### src/verilog/mis_map.svh
/*
  register offsets, flag positions and reset values of the monitor
  interrupt status block. assumes it is included by bare name.
*/
`ifndef MIS_MAP_SVH
`define MIS_MAP_SVH

`define MIS_STATUS_FIRST_ADDR 8'h41
`define MIS_STATUS_SECOND_ADDR 8'h42
`define MIS_STATUS_RESET 8'h00

// first status register
`define MIS_S1_V25_BIT 0
`define MIS_S1_VCCP_BIT 1
`define MIS_S1_VCC_BIT 2
`define MIS_S1_V5_BIT 3
`define MIS_S1_REMOTE_ONE_BIT 4
`define MIS_S1_LOCAL_BIT 5
`define MIS_S1_REMOTE_TWO_BIT 6
`define MIS_S1_CHAIN_BIT 7

// second status register
`define MIS_S2_V12_BIT 0
`define MIS_S2_CHAIN_BIT 1
`define MIS_S2_FAN_ONE_BIT 2
`define MIS_S2_FAN_FOUR_BIT 5
`define MIS_S2_DIODE_ONE_BIT 6
`define MIS_S2_DIODE_TWO_BIT 7

// channel indices into the voltage and temperature arrays
`define MIS_VOLT_V12 4
`define MIS_TEMP_REMOTE_ONE 0
`define MIS_TEMP_LOCAL 1
`define MIS_TEMP_REMOTE_TWO 2

`endif

### src/verilog/mis_pkg.sv
/*
  types shared by the monitor interrupt status block.
  assumes nothing of its surroundings.
*/
`default_nettype none
package mis_pkg;

  typedef logic [7:0] mis_byte_t;

  // one measured channel with its window limits
  typedef struct packed {
    logic [7:0] reading;
    logic [7:0] high_limit;
    logic [7:0] low_limit;
  } mis_chan_s;

  // one tachometer period count with its limit
  typedef struct packed {
    logic [15:0] count;
    logic [15:0] minimum;
  } mis_fan_s;

  // register read port from the two-wire slave
  typedef struct packed {
    logic rd_en;
    logic [7:0] rd_addr;
  } mis_read_s;

endpackage
`default_nettype wire

### src/verilog/mis_limit_cmp.sv
/*
  window comparator for one monitored channel: high side is strictly
  greater, low side is equal or below.
  assumes reading and limits come from logic on the same clock.
*/
`timescale 1ns/10ps
`default_nettype none
module mis_limit_cmp
  import mis_pkg::*;
#(
  parameter int WIDTH = 8,
  parameter bit IS_SIGNED = 1'b0
) (
  input wire logic [WIDTH-1:0] reading_i,
  input wire logic [WIDTH-1:0] high_limit_i,
  input wire logic [WIDTH-1:0] low_limit_i,
  output logic violation_o
);

  logic high_hit;
  logic low_hit;

  always_comb begin
    if (IS_SIGNED) begin
      high_hit = $signed(reading_i) > $signed(high_limit_i);
      low_hit = $signed(reading_i) <= $signed(low_limit_i);
    end else begin
      high_hit = reading_i > high_limit_i;
      low_hit = reading_i <= low_limit_i;
    end
    violation_o = high_hit | low_hit;
  end

endmodule
`default_nettype wire

### src/verilog/mis_top.sv
/*
  two sticky interrupt status registers of a hardware monitor with
  clear-on-read, chained summary bits and an alert output.
  assumes readings, limits, fan and diode states and the register read
  strobe all come from logic on clk_i; the two-wire slave decodes the
  bus and presents one read strobe per register read.
*/
// How it works
// - first status bits 0..3 latch 2.5 V, Vccp, Vcc and 5 V window violations.
// - a read clears a latched flag only if its condition is absent at that read.
// - first status bit 4 latches a remote one temperature window violation.
// - first status bit 5 latches a local temperature window violation.
// - first status bit 6 latches a remote two temperature window violation.
// - first status bit 7 is always the OR of all second status flags.
// - second status bit 0 latches a 12 V window violation.
// - second status bit 1 is the OR of all third status flags.
// - second status bits 2..4 latch fan one..three underspeed, gated by drive on.
// - second status bit 5 latches fan four slow if tach selected and fan three drive on.
// - second status bits 6 and 7 latch diode one and two open or short faults.
// - both registers are read-only and reset to zero.
// - high violation is reading above high limit, low is reading at or below low.
`timescale 1ns/10ps
`default_nettype none
`include "mis_map.svh"
module mis_top
  import mis_pkg::*;
#(
  parameter int NUM_VOLT = 5,
  parameter int NUM_TEMP = 3,
  parameter int NUM_FAN = 4
) (
  input wire logic clk_i,
  input wire logic reset_n_i,
  input wire mis_chan_s [NUM_VOLT-1:0] volt_i,
  input wire mis_chan_s [NUM_TEMP-1:0] temp_i,
  input wire mis_fan_s [NUM_FAN-1:0] fan_i,
  input wire logic [2:0] fan_drive_on_i,
  input wire logic fourth_tachometer_input_i,
  input wire logic [1:0] diode_fault_i,
  input wire logic [7:0] status_third_i,
  input wire logic [15:0] alert_mask_i,
  input wire mis_read_s read_i,
  output logic [7:0] rd_data_o,
  output logic alert_o
);

  // limit comparison
  logic [NUM_VOLT-1:0] volt_viol;
  logic [NUM_TEMP-1:0] temp_viol;
  logic [NUM_FAN-1:0] fan_slow;

  genvar gi;
  generate
    for (gi = 0; gi < NUM_VOLT; gi++) begin : g_volt
      mis_limit_cmp #(
        .WIDTH(8),
        .IS_SIGNED(1'b0)
      ) u_cmp (
        .reading_i(volt_i[gi].reading),
        .high_limit_i(volt_i[gi].high_limit),
        .low_limit_i(volt_i[gi].low_limit),
        .violation_o(volt_viol[gi])
      );
    end
    for (gi = 0; gi < NUM_TEMP; gi++) begin : g_temp
      mis_limit_cmp #(
        .WIDTH(8),
        .IS_SIGNED(1'b1)
      ) u_cmp (
        .reading_i(temp_i[gi].reading),
        .high_limit_i(temp_i[gi].high_limit),
        .low_limit_i(temp_i[gi].low_limit),
        .violation_o(temp_viol[gi])
      );
    end
    for (gi = 0; gi < NUM_FAN; gi++) begin : g_fan
      // a period count above the minimum-speed limit means slow or stalled
      assign fan_slow[gi] = fan_i[gi].count > fan_i[gi].minimum;
    end
  endgenerate

  // live conditions, laid out as the register bits
  logic [7:0] cond_first;
  logic [7:0] cond_second;

  always_comb begin
    cond_first = `MIS_STATUS_RESET;
    cond_first[`MIS_S1_V25_BIT] = volt_viol[0];
    cond_first[`MIS_S1_VCCP_BIT] = volt_viol[1];
    cond_first[`MIS_S1_VCC_BIT] = volt_viol[2];
    cond_first[`MIS_S1_V5_BIT] = volt_viol[3];
    cond_first[`MIS_S1_REMOTE_ONE_BIT] = temp_viol[`MIS_TEMP_REMOTE_ONE];
    cond_first[`MIS_S1_LOCAL_BIT] = temp_viol[`MIS_TEMP_LOCAL];
    cond_first[`MIS_S1_REMOTE_TWO_BIT] = temp_viol[`MIS_TEMP_REMOTE_TWO];
    cond_second = `MIS_STATUS_RESET;
    cond_second[`MIS_S2_V12_BIT] = volt_viol[`MIS_VOLT_V12];
    for (int i = 0; i < 3; i++) begin
      cond_second[`MIS_S2_FAN_ONE_BIT + i] = fan_slow[i] & fan_drive_on_i[i];
    end
    cond_second[`MIS_S2_FAN_FOUR_BIT] =
      fan_slow[3] & fourth_tachometer_input_i & fan_drive_on_i[2];
    cond_second[`MIS_S2_DIODE_ONE_BIT] = diode_fault_i[0];
    cond_second[`MIS_S2_DIODE_TWO_BIT] = diode_fault_i[1];
  end

  // sticky flags
  logic [7:0] flag_first;
  logic [7:0] flag_second;
  logic [7:0] next_flag_first;
  logic [7:0] next_flag_second;
  logic [7:0] view_first;
  logic [7:0] view_second;
  logic read_first;
  logic read_second;

  // a read drops only those flags whose condition is gone; a live
  // condition re-latches in the same cycle so no event is lost
  function automatic logic [7:0] sticky_next(input logic [7:0] flag,
                                             input logic [7:0] cond,
                                             input logic rd);
    if (rd) begin
      sticky_next = cond;
    end else begin
      sticky_next = flag | cond;
    end
  endfunction

  assign read_first = read_i.rd_en && (read_i.rd_addr == `MIS_STATUS_FIRST_ADDR);
  assign read_second = read_i.rd_en && (read_i.rd_addr == `MIS_STATUS_SECOND_ADDR);

  always_comb begin
    // chain bits are never stored; they are recomposed in the view
    next_flag_first = sticky_next(flag_first, cond_first, read_first);
    next_flag_first[`MIS_S1_CHAIN_BIT] = 1'b0;
    next_flag_second = sticky_next(flag_second, cond_second, read_second);
    next_flag_second[`MIS_S2_CHAIN_BIT] = 1'b0;
  end

  always_ff @(posedge clk_i) begin
    if (!reset_n_i) begin
      flag_first <= `MIS_STATUS_RESET;
      flag_second <= `MIS_STATUS_RESET;
    end else begin
      flag_first <= next_flag_first;
      flag_second <= next_flag_second;
    end
  end

  always_comb begin
    view_second = flag_second;
    view_second[`MIS_S2_CHAIN_BIT] = |status_third_i;
    view_first = flag_first;
    view_first[`MIS_S1_CHAIN_BIT] = |view_second;
  end

  // read data and alert
  logic [7:0] next_rd_data;
  logic next_alert;

  // no write path exists: both registers are read-only
  always_comb begin
    next_rd_data = rd_data_o;
    if (read_first) begin
      next_rd_data = view_first;
    end else if (read_second) begin
      next_rd_data = view_second;
    end else if (read_i.rd_en) begin
      next_rd_data = `MIS_STATUS_RESET;
    end
    next_alert = |({view_second, view_first} & ~alert_mask_i);
  end

  always_ff @(posedge clk_i) begin
    if (!reset_n_i) begin
      rd_data_o <= `MIS_STATUS_RESET;
      alert_o <= 1'b0;
    end else begin
      rd_data_o <= next_rd_data;
      alert_o <= next_alert;
    end
  end

  // assertions
  a_volt_latch: assert property (@(posedge clk_i) disable iff (!reset_n_i)
    volt_viol[0] |=> flag_first[`MIS_S1_V25_BIT])
    else $error("2.5 V violation not latched");

  a_read_keeps: assert property (@(posedge clk_i) disable iff (!reset_n_i)
    read_first && cond_first[`MIS_S1_VCC_BIT]
    |=> flag_first[`MIS_S1_VCC_BIT])
    else $error("flag cleared while its condition held");

  a_read_clears: assert property (@(posedge clk_i) disable iff (!reset_n_i)
    read_second && flag_second[`MIS_S2_DIODE_ONE_BIT] && !diode_fault_i[0]
    |=> !flag_second[`MIS_S2_DIODE_ONE_BIT])
    else $error("flag not cleared by read after condition left");

  a_hold_unread: assert property (@(posedge clk_i) disable iff (!reset_n_i)
    flag_first[`MIS_S1_V5_BIT] && !read_first
    |=> flag_first[`MIS_S1_V5_BIT])
    else $error("flag dropped without a read");

  a_read_data: assert property (@(posedge clk_i) disable iff (!reset_n_i)
    read_first |=> rd_data_o[6:0] == $past(flag_first[6:0]))
    else $error("read data is not the flags held at the read");

  a_remote_one: assert property (@(posedge clk_i) disable iff (!reset_n_i)
    temp_viol[`MIS_TEMP_REMOTE_ONE] |=> flag_first[`MIS_S1_REMOTE_ONE_BIT])
    else $error("remote one temperature not latched");

  a_local_temp: assert property (@(posedge clk_i) disable iff (!reset_n_i)
    temp_viol[`MIS_TEMP_LOCAL] |=> flag_first[`MIS_S1_LOCAL_BIT])
    else $error("local temperature not latched");

  a_remote_two: assert property (@(posedge clk_i) disable iff (!reset_n_i)
    temp_viol[`MIS_TEMP_REMOTE_TWO] |=> flag_first[`MIS_S1_REMOTE_TWO_BIT])
    else $error("remote two temperature not latched");

  a_chain_first: assert property (@(posedge clk_i) disable iff (!reset_n_i)
    read_first |=> rd_data_o[`MIS_S1_CHAIN_BIT] == $past(|view_second))
    else $error("first summary bit differs from second register");

  a_twelve_volt: assert property (@(posedge clk_i) disable iff (!reset_n_i)
    volt_viol[`MIS_VOLT_V12] |=> flag_second[`MIS_S2_V12_BIT])
    else $error("12 V violation not latched");

  a_chain_second: assert property (@(posedge clk_i) disable iff (!reset_n_i)
    read_second |=> rd_data_o[`MIS_S2_CHAIN_BIT] == $past(|status_third_i))
    else $error("second summary bit differs from third register");

  a_chain_live: assert property (@(posedge clk_i) disable iff (!reset_n_i)
    read_second && status_third_i != 8'h00 |=> rd_data_o[`MIS_S2_CHAIN_BIT])
    else $error("second summary bit clear with third register set");

  a_fan_gated: assert property (@(posedge clk_i) disable iff (!reset_n_i)
    !fan_drive_on_i[0] && !flag_second[`MIS_S2_FAN_ONE_BIT]
    |=> !flag_second[`MIS_S2_FAN_ONE_BIT])
    else $error("fan one flag set with its drive off");

  a_fan_one_latch: assert property (@(posedge clk_i) disable iff (!reset_n_i)
    fan_i[0].count > fan_i[0].minimum && fan_drive_on_i[0]
    |=> flag_second[`MIS_S2_FAN_ONE_BIT])
    else $error("slow fan one not latched");

  a_fan_four_sel: assert property (@(posedge clk_i) disable iff (!reset_n_i)
    (!fourth_tachometer_input_i || !fan_drive_on_i[2])
    && !flag_second[`MIS_S2_FAN_FOUR_BIT]
    |=> !flag_second[`MIS_S2_FAN_FOUR_BIT])
    else $error("fan four flag set while not selected or drive off");

  a_fan_four_latch: assert property (@(posedge clk_i) disable iff (!reset_n_i)
    fan_i[3].count > fan_i[3].minimum && fourth_tachometer_input_i
    && fan_drive_on_i[2]
    |=> flag_second[`MIS_S2_FAN_FOUR_BIT])
    else $error("slow fan four not latched");

  a_diode_one: assert property (@(posedge clk_i) disable iff (!reset_n_i)
    diode_fault_i[0] |=> flag_second[`MIS_S2_DIODE_ONE_BIT])
    else $error("diode one fault not latched");

  a_diode_two: assert property (@(posedge clk_i) disable iff (!reset_n_i)
    diode_fault_i[1] |=> flag_second[`MIS_S2_DIODE_TWO_BIT])
    else $error("diode two fault not latched");

  a_reset_zero: assert property (@(posedge clk_i)
    !reset_n_i |=> flag_first == 8'h00 && flag_second == 8'h00 && !alert_o)
    else $error("status not zero after reset");

  a_high_cmp: assert property (@(posedge clk_i) disable iff (!reset_n_i)
    volt_i[1].reading > volt_i[1].high_limit |=> flag_first[`MIS_S1_VCCP_BIT])
    else $error("reading above high limit not flagged");

  a_low_equal: assert property (@(posedge clk_i) disable iff (!reset_n_i)
    volt_i[0].reading == volt_i[0].low_limit |=> flag_first[`MIS_S1_V25_BIT])
    else $error("reading at low limit not flagged");

  a_alert_raise: assert property (@(posedge clk_i) disable iff (!reset_n_i)
    flag_first[`MIS_S1_V25_BIT] && !alert_mask_i[0] |=> alert_o)
    else $error("unmasked flag did not raise alert");

  a_alert_drop: assert property (@(posedge clk_i) disable iff (!reset_n_i)
    flag_first == 8'h00 && flag_second == 8'h00 && status_third_i == 8'h00
    |=> !alert_o)
    else $error("alert stays up with all flags clear");

  c_read_clear: cover property (@(posedge clk_i) disable iff (!reset_n_i)
    flag_first[`MIS_S1_V25_BIT] && read_first && !volt_viol[0]
    ##1 !flag_first[`MIS_S1_V25_BIT]);

  c_read_sticky: cover property (@(posedge clk_i) disable iff (!reset_n_i)
    read_second && cond_second[`MIS_S2_FAN_ONE_BIT] ##1 flag_second[`MIS_S2_FAN_ONE_BIT]);

  c_chain_set: cover property (@(posedge clk_i) disable iff (!reset_n_i)
    read_first ##1 rd_data_o[`MIS_S1_CHAIN_BIT]);

  c_alert_cycle: cover property (@(posedge clk_i) disable iff (!reset_n_i)
    alert_o ##[1:20] !alert_o);

  c_fan_four_seen: cover property (@(posedge clk_i) disable iff (!reset_n_i)
    fourth_tachometer_input_i && fan_slow[3] ##1 flag_second[`MIS_S2_FAN_FOUR_BIT]);

endmodule
`default_nettype wire

### config.mk
export PLATFORM = sky130hd
export DESIGN_NAME = mis_top
export DESIGN_NICKNAME = d
export VERILOG_FILES = /design/src/verilog/mis_pkg.sv /design/src/verilog/mis_limit_cmp.sv /design/src/verilog/mis_top.sv
export VERILOG_INCLUDE_DIRS = /design/src /design/src/verilog
export SDC_FILE = /design/constraint.sdc
export NUM_CORES = 1
export LEC_CHECK = 0
export BUFFER_PORTS_ARGS = -buffer_cell sky130_fd_sc_hd__buf_2
export CAP_MARGIN = 40
export CORE_AREA = 3 3 143 145
export DETAILED_ROUTE_END_ITERATION = 8
export DIE_AREA = 0 0 146 148
export PLACE_DENSITY_LB_ADDON = 0.2
export SLEW_MARGIN = 20
export SYNTH_ARGS = -nofsm -noshare
export SYNTH_HDL_FRONTEND = slang
export SYNTH_SLANG_ARGS = --single-unit
export TNS_END_PERCENT = 10
### constraint.sdc
create_clock -name clk_i -period 3.25 [get_ports clk_i]
set_input_delay 0.65 -clock clk_i [delete_from_list [all_inputs] [get_ports clk_i]]
set_output_delay 0.65 -clock clk_i [all_outputs]
set_load 0.01 [all_outputs]
==> impl_results.md, run 1 <==
- Status: complete, no violations
- Core footprint: 19300 µm²
- GPL Wtd Cong: 0.849
- Vias/cell: 4.59
- DIE WIDTH: 146 µm
- GR Layer Usage met1: 20.7%
- Largest net degree at the start of global routing: 26
- Global Route Usage Sum: 17.9%
- Die footprint: 21600 µm²
- DRC viols: 0
- Post-route ant nets: 0
- Crit path kind: primary input to flop
- Num CTS Buffers: 3
- Clock sinks: 23
- Register area: 460 µm²
- Area Overhead vs Synth: 39.3%
- Top post-synthesis cells by area: ha_1 42%, inv_1 14%, dfxtp_1 8.0%
- Syn nets: 1318
- Worst Path Required: 3.41 ns
- Antenna violations before repair: 2
- Starting density of the core: 29.7%
- CP endpoint kind: flop
- Hold violation count in the final report: 0
- DRC marker count from the first detailed-route iteration: 179
- Worst hold path type: flop to flop
- GR Layer Usage met3: 4.94%
- GR Util met2: 33.8%
- Max-Cap Viols: 0
- Clock Path Buffers: 2
- Cell taking the most area after synthesis: ha_1
- VDD IR max: 0.144 mV
- Post-synth top area share: 41.9%
- Fmax: 0.480 GHz
- Busiest layer in global routing: met2
- Power Dens Cells: 178 nW/µm²
- Lkg Pwr: 4.88 nW
- Vias in the first global route: 6588
- DIE HEIGHT: 148 µm
- Mapped Cells: 765
- Setup TNS Final: 0 ns
- Post-synth EDFFs: 0
- Clock-pin slew on the worst setup and hold paths: 0.07 ns
- Dpl hpwl: 18.8 mm
- Drt wl/cell: 14.5 µm
- Final setup viols: 0
- Avg Synthesized Cell Area: 7.50 µm²
- Nets: 1690
- Multi-input gate area: 4480 µm²
- Dpl ws: 0.879 ns
- Gr ovfl total: 0
- Yosys warning count: 0
- Worst Skew: 0.00420 ns
- Unrepaired setup endpoints after global routing: no
- Final-report max-slew violation count: 0
- Final wirelength: 20.4 mm
- Sequential share of the synthesized area: 8.03%
- TritonRoute pass-1 iters: 4
- Final period util: 64.1%
- First-pass GRT wire length: 31.8 mm
- Count leader, synth: inv_1
- CTS tree: built
- Arrival time worst endpoint: 2.24 ns
- H-tree levels: 1
- Yosys reg bits: 23
- Top-level port count: 370
- Ys flop type: dfxtp_1
- Async set-or-reset flop fraction in the synthesized netlist: 0%
- Crit-path max FO: 3
- CP Launch Type: primary input
- Clock root buffer: clkbuf_16
- Setup bufs post-CTS: 0
- Final setup margin: 1.17 ns
- Hold-fix buffers, CTS: 0
- Commonest cells post-synth: 207 x inv_1, 192 x ha_1, 64 x a21oi_1
- Synthesized cell area: 5730 µm²
- Least-Margin Pin Slew: 0.703 ns
- Final worst path period need: 2.08 ns
- Synth cell types: 46
- Cell Rows: 51
- Share of cells above drive strength 1: 33.4%
- Clock latency at the later pin of the worst-skew pair: 0.26 ns
- Resized cells post-CTS: 0
- Fillers: 2096
- Port Buffer Count: 369
- Via total after detailed routing: 6437
- Slew margin rel.: 52.9%
## power by group
group	internal, mW	switching, mW
registers	0.299	0.0181
logic	0.423	0.397
clock network	0.166	0.119
total	0.888	0.534
## cells by family (layout without fill, tap and decap cells)
logic type               after synthesis  in the layout  share of synthesized area [%]
AO/OA/AOI/OAI                        171            171                           19.6
adder cells (fa/ha/maj)              192            192                           41.9
buffers and inverters                210            581                           13.8
flip-flops                            23             23                           8.03
other                                  0              2                              0
AND/OR/NAND/NOR                      169            169                           16.6
## flip-flops by register name, summed over array words and instances (netlist names)
name and count:
rd_data_o 8, flag_first 7, flag_second 7, alert_o 1
## layout make-up
cell class | count | share of cell area (%)
flip-flops and latches | 23 | 5.76
diodes | 2 | 0.0626
inverters | 207 | 9.72
clock inverters | 1 | 0.0626
multi-input cells | 532 | 56.1
well taps | 265 | 4.15
repair buffers | 370 | 23.2
clock buffers | 3 | 0.940
## worst paths after layout
check / startpoint / to / slack (ns) / cells after the start
max: fan_i[109] / flag_second[5] / 1.17 / 8
min: rd_data_o[1] / rd_data_o[1] / 0.47 / 2
max reg2reg: flag_second[2] / rd_data_o[7] / 1.91 / 4
min reg2reg: rd_data_o[1] / rd_data_o[1] / 0.47 / 2
## critical path, cell delays in order
cell	delay [ns]
buf_2	0.08
inv_1	0.03
ha_1	0.31
nand4_1	0.15
or4_1	0.53
nand4_1	0.12
nor3_1	0.06
a221o_1	0.31
## placed cells by master, fill, tap and decap left out, drive strengths merged, types with 4 or more instances in the layout
| cell type | synthesis | routed |
|---|---|---|
| a2111oi | 5 | 5 |
| a211o | 5 | 5 |
| a211oi | 6 | 6 |
| a21o | 6 | 6 |
| a21oi | 64 | 64 |
| a221oi | 4 | 4 |
| a222oi | 7 | 7 |
| a31oi | 4 | 4 |
| and3 | 5 | 5 |
| and4 | 5 | 5 |
| buf | 1 | 370 |
| dfxtp | 23 | 23 |
| ha | 192 | 192 |
| inv | 207 | 207 |
| nand2 | 28 | 28 |
| nand2b | 4 | 4 |
| nand3 | 32 | 32 |
| nand4 | 35 | 35 |
| nor2 | 15 | 15 |
| nor2b | 24 | 24 |
| nor3 | 6 | 6 |
| o211ai | 10 | 10 |
| o21a | 5 | 5 |
| o21ai | 15 | 15 |
| o22ai | 17 | 17 |
| o31a | 6 | 6 |
| or4 | 6 | 6 |
## metrics by stage
stage	instances	util (%)	hold WS [ns]	cell area, µm²	power (mW)
6_report	1403	41.3	0.466	7990	1.42
5_1_grt	1402	41.3	0.514	7990	1.59
4_1_cts	1401	41.3	0.468	7990	1.46
3_5_place_dp	1397	40.9	0.458	7910	1.15
3_3_place_gp	1397	40.9	0.452	7910	1.14
2_1_floorplan	765	-	0.485	5730	0.778
## routing by layer
metal | share of wire (%) | wire length, µm
met5 | 0.083 | 17
met4 | 0.97 | 197
met3 | 8.3 | 1690
met2 | 50 | 10200
met1 | 41 | 8290
(Power assumes the default switching activity.)
==> inputs of run 2 (changes only) <==
--- a/config.mk
+++ b/config.mk
@@ -8,9 +8,9 @@
 export LEC_CHECK = 0
 export BUFFER_PORTS_ARGS = -buffer_cell sky130_fd_sc_hd__buf_2
 export CAP_MARGIN = 40
-export CORE_AREA = 3 3 143 145
+export CORE_AREA = 3 3 141 143
 export DETAILED_ROUTE_END_ITERATION = 8
-export DIE_AREA = 0 0 146 148
+export DIE_AREA = 0 0 144 146
 export PLACE_DENSITY_LB_ADDON = 0.2
 export SLEW_MARGIN = 20
 export SYNTH_ARGS = -nofsm -noshare
==> constraint.sdc (replaced) <==
create_clock -name clk_i -period 2.1 [get_ports clk_i]
set_input_delay 0.42 -clock clk_i [delete_from_list [all_inputs] [get_ports clk_i]]
set_output_delay 0.42 -clock clk_i [all_outputs]
set_load 0.01 [all_outputs]
==> impl_results.md, run 2 (synthesis results as in run 1) <==
- Status: complete, no violations
- Clock sinks: 23
- TritonRoute pass-1 iters: 5
- Global Route Usage Sum: 17.9%
- VDD IR max: 0.222 mV
- Cell Rows: 50
- Resized cells post-CTS: 0
- Setup bufs post-CTS: 0
- Vias in the first global route: 6487
- Nets: 1703
- Lkg Pwr: 4.95 nW
- Clock root buffer: clkbuf_16
- DRC viols: 0
- Largest net degree at the start of global routing: 21
- CP Launch Type: primary input
- Crit path kind: primary input to flop
- DIE WIDTH: 144 µm
- Gr ovfl total: 0
- M1 wire length: 8.30 mm
- Max-Cap Viols: 0
- Worst hold slack: 0.415 ns
- Unrepaired setup endpoints after global routing: no
- Post-route ant nets: 0
- Int Pwr: 1.39 mW
- Largest register by flop count: rd_data_o
- Most common cell after layout, fill and taps aside: buf_2
- Placed cells: 1379
- Worst hold path type: primary input to flop
- Fmax: 0.543 GHz
- Via total after detailed routing: 6544
- Clock Path Buffers: 2
- Port Buffer Count: 369
- Arrival time worst endpoint: 2.00 ns
- Worst Path Required: 2.26 ns
- Worst Skew: 0.00627 ns
- Crit path launch: fan_i[103]
- Top-level port count: 370
- Final setup margin: 0.257 ns
- Combinational Power Share: 58.2%
- Power Dens Cells: 276 nW/µm²
- Start of the worst register-to-register path: flag_second[2]
- Clock share of power: 19.7%
- Final std cells w/o fill: 1386
- Setup crit end: flag_second[5]
- Final setup viols: 0
- R2r worst-path depth: 4
- Starting density of the core: 30.7%
- Final worst path period need: 1.84 ns
- Hold-fix buffers, CTS: 0
- Vias/cell: 4.72
- Wire length on met2: 10.3 mm
- Crit-path max FO: 2
- GPL Wtd Cong: 0.831
- Area after DPL: 7980 µm²
- DIE HEIGHT: 146 µm
- Sw frac: 37.3%
- Finished Cell Area: 8060 µm²
- R2R setup slack: 0.76 ns
- CTS tree: built
- Least-Margin Pin Slew: 0.445 ns
- Met3 wire len: 1.53 mm
- CP endpoint kind: flop
- Max reg flops: 8
- Area Overhead vs Synth: 40.6%
- Top Layer Used: met4
- Setup TNS Final: 0 ns
- Sw power: 0.829 mW
- Hold violation count in the final report: 0
- Slew margin rel.: 69.6%
- RR Endpoint: rd_data_o[7]
- Dpl hpwl: 18.9 mm
- Top Registers: rd_data_o x8, flag_first x7, flag_second x7
- Clock latency at the later pin of the worst-skew pair: 0.26 ns
- Antenna violations before repair: 3
- H-tree levels: 1
- Drt wl/cell: 14.7 µm
- Share of cells above drive strength 1: 34.1%
- Final-report max-slew violation count: 0
- Commonest cells after routing, fill and taps aside: 369 x buf_2, 207 x inv_1, 192 x ha_1
- Final wirelength: 20.4 mm
- Num CTS Buffers: 3
- Clock-pin slew on the worst setup and hold paths: 0.07 ns
- DRC marker count from the first detailed-route iteration: 146
- Design Power: 2.22 mW
- First-pass GRT wire length: 30.4 mm
- Fin util: 43.1%
- Core footprint: 18700 µm²
- Sequential power share: 22.1%
- Final period util: 87.8%
- Dpl ws: -0.0162 ns
- Die footprint: 21000 µm²
-- run 2: worst min path at each step --
stage                           from  cells after the start              to  slack (ns)
floorplan               rd_data_o[1]                      2    rd_data_o[1]        0.49
global route        diode_fault_i[0]                      3  flag_second[6]        0.43
finish              diode_fault_i[0]                      3  flag_second[6]        0.41
global placement        rd_data_o[1]                      2    rd_data_o[1]        0.45
CTS                 diode_fault_i[0]                      3  flag_second[6]        0.41
detailed placement      rd_data_o[1]                      2    rd_data_o[1]        0.46
-- run 2: area by class of cell --
class	instances	area [µm²]
Fill cell	1984	10600
Multi-Input combinational cell	532	4480
Timing Repair Buffer	383	1960
Inverter	207	777
Sequential cell	23	460
Tap cell	234	293
Clock buffer	3	75.1
Antenna cell	3	7.51
Clock inverter	1	5.00
-- run 2: metal layers --
layer | vias up | global-route usage [%]
li1 | 3499 | -
met1 | 2794 | 20.5
met2 | 235 | 34.0
met3 | 16 | 3.42
met4 | 0 | 3.53
met5 | - | 0
-- run 2: worst max-delay path, stage by stage --
cell and delay [ns]:
buf_2 0.07, inv_1 0.04, ha_1 0.31, nand4_1 0.16
or4_1 0.51, nand4_1 0.12, nor3_1 0.05, a221o_1 0.30
-- run 2: power groups by stage --
stage	clock network, mW	registers (mW)	logic (mW)
after floorplan	0	0.488	0.715
after global placement	0	0.503	1.29
after detailed placement	0	0.503	1.30
after CTS	0.468	0.493	1.31
after global routing	0.479	0.496	1.49
final	0.437	0.491	1.29
